**config.mk**
```make
export PLATFORM = sky130hd
export DESIGN_NAME = adccd_top
export DESIGN_NICKNAME = d
export VERILOG_FILES = /design/src/adccd_pkg.sv /design/src/adccd_top.sv
export SDC_FILE = /design/constraint.sdc
export NUM_CORES = 1
export LEC_CHECK = 0
export BUFFER_PORTS_ARGS = -buffer_cell sky130_fd_sc_hd__buf_2
export CORE_MARGIN = 4
export CORE_UTILIZATION = 36
export DETAILED_ROUTE_END_ITERATION = 12
export GPL_ROUTABILITY_DRIVEN = 1
export PLACE_DENSITY_LB_ADDON = 0.1
export REMOVE_ABC_BUFFERS = 1
export SYNTH_ARGS = -nofsm -noshare
export SYNTH_HDL_FRONTEND = slang
export SYNTH_SLANG_ARGS = --single-unit
```
**constraint.sdc**
```tcl
create_clock -name i_core_clk -period 11 [get_ports i_core_clk]
set_clock_uncertainty 0.15 [all_clocks]
set_input_delay 1.65 -clock i_core_clk [delete_from_list [all_inputs] [get_ports i_core_clk]]
set_output_delay 1.65 -clock i_core_clk [all_outputs]
set_load 0.02 [all_outputs]
```
**src/adccd_pkg.sv**
```systemverilog
// constants, types and register map of the converter correction and dma block
// assumes a single clock domain and an axi4-lite master for software access
package adccd_pkg;
	// register byte offsets
	localparam logic [7:0]  ADDR_CONV_CFG   = 8'h00;
	localparam logic [7:0]  ADDR_OFFSET     = 8'h04;
	localparam logic [7:0]  ADDR_GAIN       = 8'h08;
	localparam logic [7:0]  ADDR_BUF_START  = 8'h0C;
	localparam logic [7:0]  ADDR_BUF_COUNT  = 8'h10;
	localparam logic [7:0]  ADDR_DMA_CFG    = 8'h14;
	localparam logic [7:0]  ADDR_DMA_CUR    = 8'h18;
	localparam logic [7:0]  ADDR_FLAGS      = 8'h1C;
	localparam logic [7:0]  ADDR_PIN_CFG    = 8'h20;
	localparam logic [7:0]  ADDR_PIN_IN     = 8'h24;
	// converter configuration fields
	localparam int          CONV_EN_BIT     = 0;
	localparam int          POS_SRC_LSB     = 4;
	localparam int          NEG_SRC_LSB     = 8;
	localparam int          POS_BUF_BIT     = 12;
	localparam int          NEG_BUF_BIT     = 13;
	localparam logic [31:0] CONV_CFG_MASK   = 32'h00003FF1;
	localparam logic [31:0] CONV_CFG_RESET  = 32'h00000000;
	// correction registers
	localparam logic [15:0] OFFSET_RESET    = 16'h0000;
	localparam logic [15:0] GAIN_RESET      = 16'h8000;
	localparam int          GAIN_FRAC_BITS  = 15;
	localparam logic [15:0] SAT_MAX         = 16'h7FFF;
	localparam logic [15:0] SAT_MIN         = 16'h8000;
	// dma configuration fields
	localparam int          DMA_LOAD_BIT    = 0;
	localparam int          DMA_WRAP_BIT    = 1;
	localparam int          DMA_RST_BIT     = 4;
	localparam logic [31:0] START_RESET     = 32'h00000000;
	localparam logic [15:0] COUNT_RESET     = 16'h0000;
	// flag positions
	localparam int          FLAG_HALF       = 0;
	localparam int          FLAG_FULL       = 1;
	localparam int          FLAG_OVF        = 2;
	localparam int          FLAG_SAT        = 3;
	localparam int          FLAG_W          = 4;
	// source select codes
	localparam logic [3:0]  SRC_EXT_LAST    = 4'h5;
	localparam logic [3:0]  SRC_GND         = 4'h8;
	localparam logic [3:0]  SRC_HALF_REG    = 4'hB;
	// pins
	localparam int          PIN_FIELDS      = 8;
	localparam logic [3:0]  PIN_ANALOG_CODE = 4'h0;
	localparam logic [31:0] PIN_CFG_RESET   = 32'h11111111;
	// bus answers and dma sample step
	localparam logic [1:0]  RESP_OKAY       = 2'b00;
	localparam logic [1:0]  RESP_SLVERR     = 2'b10;
	localparam logic [31:0] SAMPLE_STEP     = 32'h00000002;

	typedef enum logic [1:0] {
		DMA_IDLE,
		DMA_RUN,
		DMA_FULL
	} adccd_dma_state_t;

	typedef struct packed {
		logic [31:0] addr;
		logic [15:0] data;
	} adccd_ram_wr_t;

	typedef struct packed {
		logic       neg_buf;
		logic       pos_buf;
		logic [3:0] neg_src;
		logic [3:0] pos_src;
		logic       enable;
	} adccd_conv_t;
endpackage

```
**src/adccd_top.sv**
```systemverilog
// converter back end: offset/gain correction, sample dma, analog routing and pin mode
// assumes raw samples and ram handshake are synchronous to i_core_clk
//
// Overview of operation
// - pin with config field zero is analog; its input reads back as one.
// - raw sample plus signed offset register on each completed conversion.
// - gain product clamps to 0x7FFF or 0x8000 and sets saturation flag.
// - gain is unsigned, bit 15 integer, bits 14..0 fraction.
// - reset gives offset zero and gain 0x8000 for unity.
// - dma stores corrected samples only, never the raw value.
// - buffer count register counts 16-bit samples.
// - reset the channel, then set load to start transfers.
// - wrap select zero gives linear mode, one gives auto-wrap.
// - linear mode stops after count samples and sets full flag.
// - sample after linear buffer full sets overflow flag.
// - auto-wrap reloads pointer with start at buffer end.
// - auto-wrap runs until converter disabled or channel reset.
// - half flag after lower half filled, full flag after upper half.
// - current pointer register reads the next address to be written, or the last one written once a linear buffer is full.
// - two 4-bit source selects; 0-5 external, 8-11 internal, others open.
// - selected input buffer scales input by 0.25.
// - positive and negative buffers have separate enable bits.
// - config changes other than converter disable or channel reset do not stop a running dma.
`timescale 1ns/1ps
module adccd_top
	import adccd_pkg::*;
(
	input  wire logic                      i_core_clk,
	input  wire logic                      i_rst_b,
	input  wire logic [31:0]               i_awaddr,
	input  wire logic                      i_awvalid,
	output logic                           o_awready,
	input  wire logic [31:0]               i_wdata,
	input  wire logic [3:0]                i_wstrb,
	input  wire logic                      i_wvalid,
	output logic                           o_wready,
	output logic [1:0]                     o_bresp,
	output logic                           o_bvalid,
	input  wire logic                      i_bready,
	input  wire logic [31:0]               i_araddr,
	input  wire logic                      i_arvalid,
	output logic                           o_arready,
	output logic [31:0]                    o_rdata,
	output logic [1:0]                     o_rresp,
	output logic                           o_rvalid,
	input  wire logic                      i_rready,
	input  wire logic                      i_raw_valid,
	input  wire logic [15:0]               i_raw_data,
	output adccd_pkg::adccd_conv_t         o_conv,
	output logic                           o_pos_connected,
	output logic                           o_neg_connected,
	input  wire logic [PIN_FIELDS-1:0]     i_pin_in,
	output logic [PIN_FIELDS-1:0]          o_pin_analog,
	output adccd_pkg::adccd_ram_wr_t       o_ram_wr,
	output logic                           o_ram_valid,
	input  wire logic                      i_ram_ready
);
	import adccd_pkg::*;

	logic [31:0]      conv_cfg;
	logic [15:0]      offset;
	logic [15:0]      gain;
	logic [31:0]      buf_start;
	logic [15:0]      buf_count;
	logic             wrap_select;
	logic [FLAG_W-1:0] flags;
	logic [31:0]      pin_cfg;
	adccd_dma_state_t dma_state;
	logic [31:0]      cur_ptr;
	logic [15:0]      sample_idx;
	logic [15:0]      sample;
	logic             sample_valid;
	logic [31:0]      aw_addr;
	logic             aw_full;
	logic [31:0]      w_data;
	logic [3:0]       w_strb;
	logic             w_full;
	logic             wr_fire;
	logic             wr_hit;
	logic             rd_hit;
	logic [31:0]      rd_word;
	logic [31:0]      wr_word;
	logic             load_pulse;
	logic             rst_pulse;
	logic [FLAG_W-1:0] flag_clear;
	logic [FLAG_W-1:0] flag_set;
	logic             ram_fire;
	logic             last_sample;
	logic             half_sample;
	logic [PIN_FIELDS-1:0] pin_view;
	logic [16:0]      next_sum;
	logic [33:0]      next_prod;
	logic [33:0]      next_shift;
	logic             next_sat;
	logic [15:0]      next_sample;

	function automatic logic [31:0] merge_strb(input logic [31:0] old, input logic [31:0] d,
		input logic [3:0] s);
		logic [31:0] r;
		r = old;
		for (int b = 0; b < 4; b++) begin
			if (s[b]) begin
				r[b*8 +: 8] = d[b*8 +: 8];
			end
		end
		return r;
	endfunction

	function automatic logic src_connected(input logic [3:0] code);
		return (code <= SRC_EXT_LAST) || ((code >= SRC_GND) && (code <= SRC_HALF_REG));
	endfunction

	// write channel capture, either order
	assign o_awready = !aw_full && !o_bvalid;
	assign o_wready  = !w_full && !o_bvalid;
	assign wr_fire   = aw_full && w_full && !o_bvalid;

	always_ff @(posedge i_core_clk or negedge i_rst_b) begin
		if (!i_rst_b) begin
			aw_full <= 1'b0;
			aw_addr <= 32'h00000000;
		end else if (i_awvalid && o_awready) begin
			aw_full <= 1'b1;
			aw_addr <= i_awaddr;
		end else if (wr_fire) begin
			aw_full <= 1'b0;
		end
	end

	always_ff @(posedge i_core_clk or negedge i_rst_b) begin
		if (!i_rst_b) begin
			w_full <= 1'b0;
			w_data <= 32'h00000000;
			w_strb <= 4'h0;
		end else if (i_wvalid && o_wready) begin
			w_full <= 1'b1;
			w_data <= i_wdata;
			w_strb <= i_wstrb;
		end else if (wr_fire) begin
			w_full <= 1'b0;
		end
	end

	always_comb begin
		unique case (aw_addr[7:0])
			ADDR_CONV_CFG, ADDR_OFFSET, ADDR_GAIN, ADDR_BUF_START, ADDR_BUF_COUNT,
			ADDR_DMA_CFG, ADDR_FLAGS, ADDR_PIN_CFG: wr_hit = (aw_addr[31:8] == 24'h000000);
			default: wr_hit = 1'b0;
		endcase
	end

	always_ff @(posedge i_core_clk or negedge i_rst_b) begin
		if (!i_rst_b) begin
			o_bvalid <= 1'b0;
			o_bresp  <= RESP_OKAY;
		end else if (wr_fire) begin
			o_bvalid <= 1'b1;
			o_bresp  <= wr_hit ? RESP_OKAY : RESP_SLVERR;
		end else if (i_bready) begin
			o_bvalid <= 1'b0;
		end
	end

	// register writes
	assign wr_word    = merge_strb(32'h00000000, w_data, w_strb);
	assign load_pulse = wr_fire && wr_hit && (aw_addr[7:0] == ADDR_DMA_CFG) && wr_word[DMA_LOAD_BIT];
	assign rst_pulse  = wr_fire && wr_hit && (aw_addr[7:0] == ADDR_DMA_CFG) && wr_word[DMA_RST_BIT];
	assign flag_clear = (wr_fire && wr_hit && (aw_addr[7:0] == ADDR_FLAGS)) ? wr_word[FLAG_W-1:0]
		: {FLAG_W{1'b0}};

	always_ff @(posedge i_core_clk or negedge i_rst_b) begin
		if (!i_rst_b) begin
			conv_cfg    <= CONV_CFG_RESET;
			offset      <= OFFSET_RESET;
			gain        <= GAIN_RESET;
			buf_start   <= START_RESET;
			buf_count   <= COUNT_RESET;
			wrap_select <= 1'b0;
			pin_cfg     <= PIN_CFG_RESET;
		end else if (wr_fire && wr_hit) begin
			unique case (aw_addr[7:0])
				ADDR_CONV_CFG:  conv_cfg  <= merge_strb(conv_cfg, w_data, w_strb) & CONV_CFG_MASK;
				ADDR_OFFSET:    offset    <= 16'(merge_strb({16'h0000, offset}, w_data,
					w_strb));
				ADDR_GAIN:      gain      <= 16'(merge_strb({16'h0000, gain}, w_data, w_strb));
				ADDR_BUF_START: buf_start <= merge_strb(buf_start, w_data, w_strb);
				ADDR_BUF_COUNT: buf_count <= 16'(merge_strb({16'h0000, buf_count}, w_data,
					w_strb));
				ADDR_DMA_CFG:   wrap_select <= w_strb[0] ? w_data[DMA_WRAP_BIT]
					: wrap_select;
				ADDR_PIN_CFG:   pin_cfg   <= merge_strb(pin_cfg, w_data, w_strb);
				default: begin
				end
			endcase
		end
	end

	// analog pin mode
	generate
		for (genvar p = 0; p < PIN_FIELDS; p++) begin : g_pin
			assign o_pin_analog[p] = (pin_cfg[p*4 +: 4] == PIN_ANALOG_CODE);
			assign pin_view[p]     = o_pin_analog[p] ? 1'b1 : i_pin_in[p];
		end
	endgenerate

	// source and buffer routing to the analog front end
	assign o_conv.enable    = conv_cfg[CONV_EN_BIT];
	assign o_conv.pos_src   = conv_cfg[POS_SRC_LSB +: 4];
	assign o_conv.neg_src   = conv_cfg[NEG_SRC_LSB +: 4];
	assign o_conv.pos_buf   = conv_cfg[POS_BUF_BIT];
	assign o_conv.neg_buf   = conv_cfg[NEG_BUF_BIT];
	assign o_pos_connected  = src_connected(o_conv.pos_src);
	assign o_neg_connected  = src_connected(o_conv.neg_src);

	// read channel
	always_comb begin
		rd_hit  = (i_araddr[31:8] == 24'h000000);
		rd_word = 32'h00000000;
		unique case (i_araddr[7:0])
			ADDR_CONV_CFG:  rd_word = conv_cfg;
			ADDR_OFFSET:    rd_word = {16'h0000, offset};
			ADDR_GAIN:      rd_word = {16'h0000, gain};
			ADDR_BUF_START: rd_word = buf_start;
			ADDR_BUF_COUNT: rd_word = {16'h0000, buf_count};
			ADDR_DMA_CFG:   rd_word = {30'h00000000, wrap_select, 1'b0};
			ADDR_DMA_CUR:   rd_word = cur_ptr;
			ADDR_FLAGS:     rd_word = {28'h0000000, flags};
			ADDR_PIN_CFG:   rd_word = pin_cfg;
			ADDR_PIN_IN:    rd_word = {24'h000000, pin_view};
			default:        rd_hit  = 1'b0;
		endcase
	end

	assign o_arready = !o_rvalid;

	always_ff @(posedge i_core_clk or negedge i_rst_b) begin
		if (!i_rst_b) begin
			o_rvalid <= 1'b0;
			o_rdata  <= 32'h00000000;
			o_rresp  <= RESP_OKAY;
		end else if (i_arvalid && o_arready) begin
			o_rvalid <= 1'b1;
			o_rdata  <= rd_hit ? rd_word : 32'h00000000;
			o_rresp  <= rd_hit ? RESP_OKAY : RESP_SLVERR;
		end else if (i_rready) begin
			o_rvalid <= 1'b0;
		end
	end

	// offset and gain correction
	always_comb begin
		next_sum    = 17'({i_raw_data[15], i_raw_data} + {offset[15], offset});
		next_prod   = 34'($signed(next_sum) * $signed({1'b0, gain}));
		next_shift  = 34'($signed(next_prod) >>> GAIN_FRAC_BITS);
		next_sat    = (next_shift[33:15] != {19{next_shift[15]}});
		next_sample = next_sat ? (next_shift[33] ? SAT_MIN : SAT_MAX) : next_shift[15:0];
	end

	always_ff @(posedge i_core_clk or negedge i_rst_b) begin
		if (!i_rst_b) begin
			sample       <= 16'h0000;
			sample_valid <= 1'b0;
		end else begin
			sample_valid <= i_raw_valid;
			if (i_raw_valid) begin
				sample <= next_sample;
			end
		end
	end

	// dma channel
	assign ram_fire    = o_ram_valid && i_ram_ready;
	assign last_sample = (16'(sample_idx + 16'h0001) == buf_count);
	assign half_sample = (16'(sample_idx + 16'h0001) == (buf_count >> 1));

	always_ff @(posedge i_core_clk or negedge i_rst_b) begin
		if (!i_rst_b) begin
			dma_state  <= DMA_IDLE;
			cur_ptr    <= START_RESET;
			sample_idx <= 16'h0000;
		end else if (!o_conv.enable || rst_pulse) begin
			dma_state  <= DMA_IDLE;
			cur_ptr    <= buf_start;
			sample_idx <= 16'h0000;
		end else if (load_pulse && (dma_state == DMA_IDLE)) begin
			dma_state  <= DMA_RUN;
			cur_ptr    <= buf_start;
			sample_idx <= 16'h0000;
		end else if (ram_fire && (dma_state == DMA_RUN)) begin
			if (last_sample && !wrap_select) begin
				dma_state  <= DMA_FULL;
			end else if (last_sample) begin
				cur_ptr    <= buf_start;
				sample_idx <= 16'h0000;
			end else begin
				cur_ptr    <= cur_ptr + SAMPLE_STEP;
				sample_idx <= 16'(sample_idx + 16'h0001);
			end
		end
	end

	always_ff @(posedge i_core_clk or negedge i_rst_b) begin
		if (!i_rst_b) begin
			o_ram_valid <= 1'b0;
			o_ram_wr    <= '0;
		end else if (o_ram_valid) begin
			if (i_ram_ready) begin
				o_ram_valid <= 1'b0;
			end
		end else if (sample_valid && (dma_state == DMA_RUN) && o_conv.enable && !rst_pulse) begin
			o_ram_valid   <= 1'b1;
			o_ram_wr.addr <= cur_ptr;
			o_ram_wr.data <= sample;
		end
	end

	// sticky flags, set wins over clear
	always_comb begin
		flag_set            = {FLAG_W{1'b0}};
		flag_set[FLAG_SAT]  = i_raw_valid && next_sat;
		flag_set[FLAG_HALF] = ram_fire && (dma_state == DMA_RUN) && half_sample;
		flag_set[FLAG_FULL] = ram_fire && (dma_state == DMA_RUN) && last_sample;
		flag_set[FLAG_OVF]  = sample_valid && (dma_state == DMA_FULL) && o_conv.enable
			&& !rst_pulse;
	end

	always_ff @(posedge i_core_clk or negedge i_rst_b) begin
		if (!i_rst_b) begin
			flags <= {FLAG_W{1'b0}};
		end else begin
			flags <= (flags & ~flag_clear) | flag_set;
		end
	end
endmodule

```
==> results of run 1 <==
==> power breakdown <==
part	leakage [nW]	internal, mW	total (mW)	switching (mW)
sequential	4.68	1.42	1.60	0.178
combinational	10.1	0.186	0.374	0.189
clock	0.727	0.876	1.48	0.609
total	15.5	2.48	3.46	0.975
==> cell type report <==
class                           count  area [sq um]
Fill cell                        7582         44600
Clock buffer                       67          1310
Timing Repair Buffer              296          1640
Multi-Input combinational cell   1863         17100
Clock inverter                     14           188
Inverter                          380          1430
Antenna cell                        2          5.00
Sequential cell                   350          8770
Tap cell                         1030          1290
==> worst min-delay path by stage <==
stage	startpoint	endpoint	cells after the start
2_1_floorplan	flags[1]$_DFF_PN0_	flags[1]$_DFF_PN0_	2
3_3_place_gp	o_rdata[0]$_DFFE_PN0P_	o_rdata[0]$_DFFE_PN0P_	2
3_5_place_dp	o_rdata[28]$_DFFE_PN0P_	o_rdata[28]$_DFFE_PN0P_	2
4_1_cts	o_rdata[28]$_DFFE_PN0P_	o_rdata[28]$_DFFE_PN0P_	2
5_1_grt	o_rdata[25]$_DFFE_PN0P_	o_rdata[25]$_DFFE_PN0P_	2
6_report	o_rdata[0]$_DFFE_PN0P_	o_rdata[0]$_DFFE_PN0P_	2
==> routing by layer <==
layer  vias up  wire (um)
li1       9582          -
met1     10800      40200
met2       579      40700
met3       113       4530
met4         6       2250
met5         -         46
==> cell families after synthesis <==
group | after synthesis
muxes | 256
adders and majority gates | 376
xor gates and xnor gates | 99
and+or+nand+nor | 730
buffers and inverters | 524
DFF | 350
AOI/OAI and AO/OA | 400
other | 1
==> worst min-delay path: stages (launching register included) <==
cell,delay [ns]
dfrtp_1,0.34
nand2_1,0.04
o21ai_0,0.06
==> flip-flops by register name (all words and copies together) (netlist names), 32 cells and up <==
signal and count:
o_rdata 32, o_ram_wr 48, aw_addr 32, pin_cfg 32
w_data 32, buf_start 32, cur_ptr 32
==> through the flow <==
step | total power [mW] | worst slack (ns) | instance area, sq um | hold slack (ns) | cells
floorplan | 1.77 | 0.465 | 27200 | 0.287 | 2593
global placement | 1.98 | 0.302 | 30300 | 0.313 | 3919
CTS | 3.51 | 0.664 | 31800 | 0.334 | 4000
detailed placement | 2.01 | 0.0424 | 30300 | 0.320 | 3919
finish | 3.46 | 0.616 | 31800 | 0.328 | 4002
global route | 3.61 | 0.0143 | 31800 | 0.346 | 4000
==> cell usage in the layout (no fill, tap or decap), drive strengths merged, types with 15 or more instances in the layout <==
master,Yosys,layout
inv,380,383
dfrtp,341,341
buf,29,296
fa,269,269
mux2,243,243
nand2,241,241
and2,139,139
ha,107,107
nand3,95,95
o21ai,92,92
a21oi,76,76
clkbuf,115,67
xnor2,62,62
nor2,61,61
nor2b,49,49
xor2,36,36
nor3,36,36
a22oi,31,31
a22o,30,30
nor4,29,29
nand4,23,23
a222oi,23,23
and3,15,15
a311o,15,15
==> impl_metrics.yaml, run 1 <==
worst_setup_path:
  worstPathBufferInverterCount: 9
  reg2regPathDepth: 35
  regToRegStartpoint: "offset[0]$_DFFE_PN0P_"
  crit_fanout: 18
  endpoint: "flags[3]$_DFF_PN0_"
  reg2reg_setup_slack_ns: 1.23
  crit_path_top_delay_cell: "nor3b_2"
  worstSetupEndpointType: "flop"
  timing_worst_setup_path_type: "primary input to flop"
  crit_family: "adder cells"
  startpoint_type: "primary input"
  cp.arrival_ns: 10.74
  slowest_delay_ns: 0.83
  crit_path_frequent_cell: "fa_1"
  startpoint: "i_raw_data[0]"
  crit_cells: 36
  reg2reg_to: "flags[3]$_DFF_PN0_"
  cp_data_required_time_ns: 11.36
floorplanning:
  coreArea_sq_mm: 0.0763
  start_util_pct: 36.5
  die_w_um: 286
  io_pins: 244
  die_area_sq_mm: 0.0818
  row_count: 101
  dieHeight_um: 286
grt:
  grt_util_met3_pct: 3.19
  met2_usage_pct: 33.9
  top_usage_layer: "met2"
  grt_max_degree: 121
  grt_pass1_vias: 21900
  track_usage_pct: 21.2
  antenna_found_initial: 5
  met1_usage_pct: 30.3
  grt_pass1_wl_mm: 134
  gr-total-overflow: 0
routing:
  ant_nets: 0
  vias: 21100
  vias_per_cell: 5.26
  drc: 0
  drtIter0Drc: 1453
  post_drt_wl_per_cell_um: 21.9
  dr.pass1.iters: 8
  routed_wl_mm: 87.7
logic_synthesis:
  yosysMostFrequentCell: "inv_1"
  synth-main-ff-cell: "dfrtp_1"
  synth_top_family_by_area: "adder cells"
  synthCells: 2736
  synth_warnings: 0
  yosysTopAreaCellShare_pct: 30.7
  synthTopCellsByCount: "inv_1, dfrtp_1, fa_1, mux2_2, nand2_1"
  synthAdderAreaFrac_pct: 24.2
  synthesis.area_sq_mm: 0.0278
  synth-simple-area-share_pct: 13.4
  synth_compound_area_share_pct: 10.2
  ys_types: 84
  synthArstFlopShare_pct: 100
  synth_seq_cells: 350
  synth_top_cell_by_area: "dfrtp_1"
  muxShareOfSynthArea_pct: 10.3
  synth-xor-area-share_pct: 3.16
  syn_avg_cell_area_sq_um: 10.2
  synth-edff-count: 0
  synthTopCellsByArea: "dfrtp_1, fa_1, mux2_2"
  ys_seq_area_share_pct: 31.5
cells_and_area:
  final_util_pct: 41.6
  fin_nets: 3444
  drive_above_1_share_pct: 22.0
  area_delta_synth_final_pct: 14.1
cts:
  clock-sinks: 350
  cts_tree: "done"
  cts_setup_buffers: 0
  cts_resized: 0
  clk_latency_ns: 0.60
  cts_root_buf: "clkbuf_16"
  cts_buffer_depth: 3
  htree_levels: 2
  cts-hold-fix-buffers: 0
  clkSlewWorstSetupHoldPaths_ns: 0.06
  numCtsBuffers: 44
power:
  p_per_area_mw_per_mm2: 109
  power_leakage_nw: 15.5
  ir_drop_mv: 0.150
timing:
  worstMarginPinSlew_ns: 1.09
  setup_viol: 0
  period_share_pct: 94.4
  finalSetupTns_ns: 0
  final_max_slew_viol_count: 0
  rsz0062_at_grt: "no"
  fin_crit_ns: 10.38
  slew_headroom_pct: 27.1
  hold_violations: 0
  fmax_mhz: 96.3
placed_design:
  hpwl_mm: 68.1
  io_buffers: 241
  gp_congestion: 0.874
job:
  maxCapViolCount: 0
outcome:
  status: "finished clean"
worst_hold_path:
  hold_path_class: "flop to flop"
Note: power is estimated with default switching activity, not from simulation.
==> run 2, diff against run 1 <==
CELL_PAD_IN_SITES_DETAIL_PLACEMENT = 0   (was unset)
CELL_PAD_IN_SITES_GLOBAL_PLACEMENT = 1   (was unset)
clock period = 9.6 ns   (was 11 ns; I/O delays follow)
==> run 2 against run 1 <==
Compared with the run above:
- combinational power is 18% higher
- cell count grew 2.8%
- largest cell class unchanged
- clock-buffer cell count is 2 lower
- cell area up 2.5%
- routed wire length rose by 2.1%
- clock power rose by 9%
- worst setup slack got worse by 0.24 ns
==> impl_metrics.yaml, run 2 (same netlist as run 1, synthesis figures left out) <==
job:
  maxCapViolCount: 0
cts:
  cts_tree: "done"
  numCtsBuffers: 43
  cts_root_buf: "clkbuf_16"
  htree_levels: 2
  cts_buffer_depth: 3
  clock-sinks: 350
  cts-hold-fix-buffers: 0
  clk_latency_ns: 0.59
  clkSlewWorstSetupHoldPaths_ns: 0.06
routing:
  ant_nets: 0
  drc: 0
  vias_per_cell: 5.17
  drtIter0Drc: 1211
  vias: 21300
  post_drt_wl_per_cell_um: 21.8
  routed_wl_mm: 89.6
  dr.pass1.iters: 8
placed_design:
  io_buffers: 241
  pre_cts_slack_ns: -0.803
  hpwl_mm: 70.2
  gp_congestion: 0.898
cells_and_area:
  n_fill_cell: 7590
  largest_register_ffs: 48
  regMostFlops: "o_ram_wr"
  layout_commonest_cell: "inv_1"
  area_delta_synth_final_pct: 17.0
  layout_common_cells: "inv_1, dfrtp_1, fa_1"
  drive_above_1_share_pct: 24.8
  multi_input_area_sq_mm: 0.0172
  final_util_pct: 42.7
  final-seq-area_sq_mm: 0.00877
  fin_nets: 3559
outcome:
  status: "finished clean"
grt:
  track_usage_pct: 21.8
  grt_pass1_wl_mm: 139
  grt_pass1_vias: 22600
  grt_max_degree: 100
  antenna_found_initial: 3
  gr-total-overflow: 0
worst_setup_path:
  timing_worst_setup_path_type: "primary input to flop"
  reg2reg_setup_slack_ns: 0.84
  worstSetupEndpointType: "flop"
  cp_data_required_time_ns: 9.91
  worstPathBufferInverterCount: 10
  crit_fanout: 16
  crit_path_top_delay_cell: "fa_1"
  crit_path_frequent_cell: "fa_1"
  slowest_delay_ns: 0.59
  startpoint_type: "primary input"
  cp.arrival_ns: 9.54
  crit_family: "adder cells"
timing:
  fmax_mhz: 108
  period_share_pct: 96.1
  hold_violations: 0
  final_max_slew_viol_count: 0
  slew_headroom_pct: 21.3
  finalSetupTns_ns: 0
  setup_slack_ns: 0.372
  setup_viol: 0
  rsz0062_at_grt: "no"
  fin_crit_ns: 9.23
  worstMarginPinSlew_ns: 1.18
power:
  ir_drop_mv: 0.138
  total_power_mw: 3.88
  p_per_area_mw_per_mm2: 119
  power_leakage_nw: 16.0
floorplanning:
  die_w_um: 286
  dieHeight_um: 286
  start_util_pct: 36.5
  io_pins: 244
  coreArea_sq_mm: 0.0763
  die_area_sq_mm: 0.0818
  row_count: 101
worst_hold_path:
  hold_path_class: "flop to flop"
==> run 2: changes by cell type in the layout (fill, tap and decap cells not counted), sizes merged <==
cell | before | now
diode | 2 | 1
inv | 383 | 384
buf | 296 | 412
clkinvlp | 2 | 1
clkbuf | 67 | 65
==> run 2: layer usage <==
layer,vias to the layer above,share of wire [%],global-route usage (%)
met1,10900,45,30.1
li1,9802,-,-
met2,427,49,37.3
met3,87,3.7,2.61
met4,0,2.3,4.72
met5,-,0,0
==> run 2: cell type report <==
| class | count | share of cell area (%) |
|---|---|---|
| diodes | 1 | 0.00768 |
| inverters | 380 | 4.38 |
| flip-flops and latches | 350 | 26.9 |
| clock inverters | 14 | 0.503 |
| well taps | 1030 | 3.96 |
| clock buffers | 65 | 3.71 |
| multi-input cells | 1863 | 52.7 |
| repair buffers | 412 | 7.83 |
==> run 2: what timing repair did <==
item,CTS,global route
hold endpoints to repair,0,0
setup endpoints to repair,16,17
buffers inserted,0,2
pin swaps,0,3
cloned,0,0
resized for setup,1,14
==> run 2: worst paths after layout <==
path,from,endpoint,cells after the start
setup / recovery,i_raw_data[0],sample[4]$_DFFE_PN0P_,35
hold / removal,flags[1]$_DFF_PN0_,flags[1]$_DFF_PN0_,2
setup reg to reg,offset[0]$_DFFE_PN0P_,sample[4]$_DFFE_PN0P_,34
hold reg to reg,flags[1]$_DFF_PN0_,flags[1]$_DFF_PN0_,2
max in group asynchronous,i_rst_b,pin_cfg[25]$_DFFE_PN0P_,2
min in group asynchronous,i_rst_b,o_ram_wr[43]$_DFFE_PN0P_,1
==> run 2: where the power goes <==
part / internal [mW] / total, mW / switching (mW)
combinational: 0.222 / 0.441 / 0.219
clock: 0.932 / 1.61 / 0.676
sequential: 1.63 / 1.83 / 0.202
==> run 2: worst reg2reg max path: cells and delay by family (launching register included) <==
family                   cells  cell delay [ns]
AO/OA/AOI/OAI               13             2.35
XOR/XNOR                     1             0.22
adder cells (fa/ha/maj)      8             3.67
buffers and inverters        9             1.02
flip-flops                   1             0.44
AND/OR/NAND/NOR              3             0.78
==> run 2: per-stage QoR <==
step | hold WS (ns) | instance area [sq um] | instances
6_report | 0.330 | 32600 | 4115
2_1_floorplan | 0.287 | 27200 | 2593
3_3_place_gp | 0.313 | 31100 | 4033
3_5_place_dp | 0.317 | 31100 | 4033
5_1_grt | 0.362 | 32600 | 4115
4_1_cts | 0.331 | 32500 | 4112
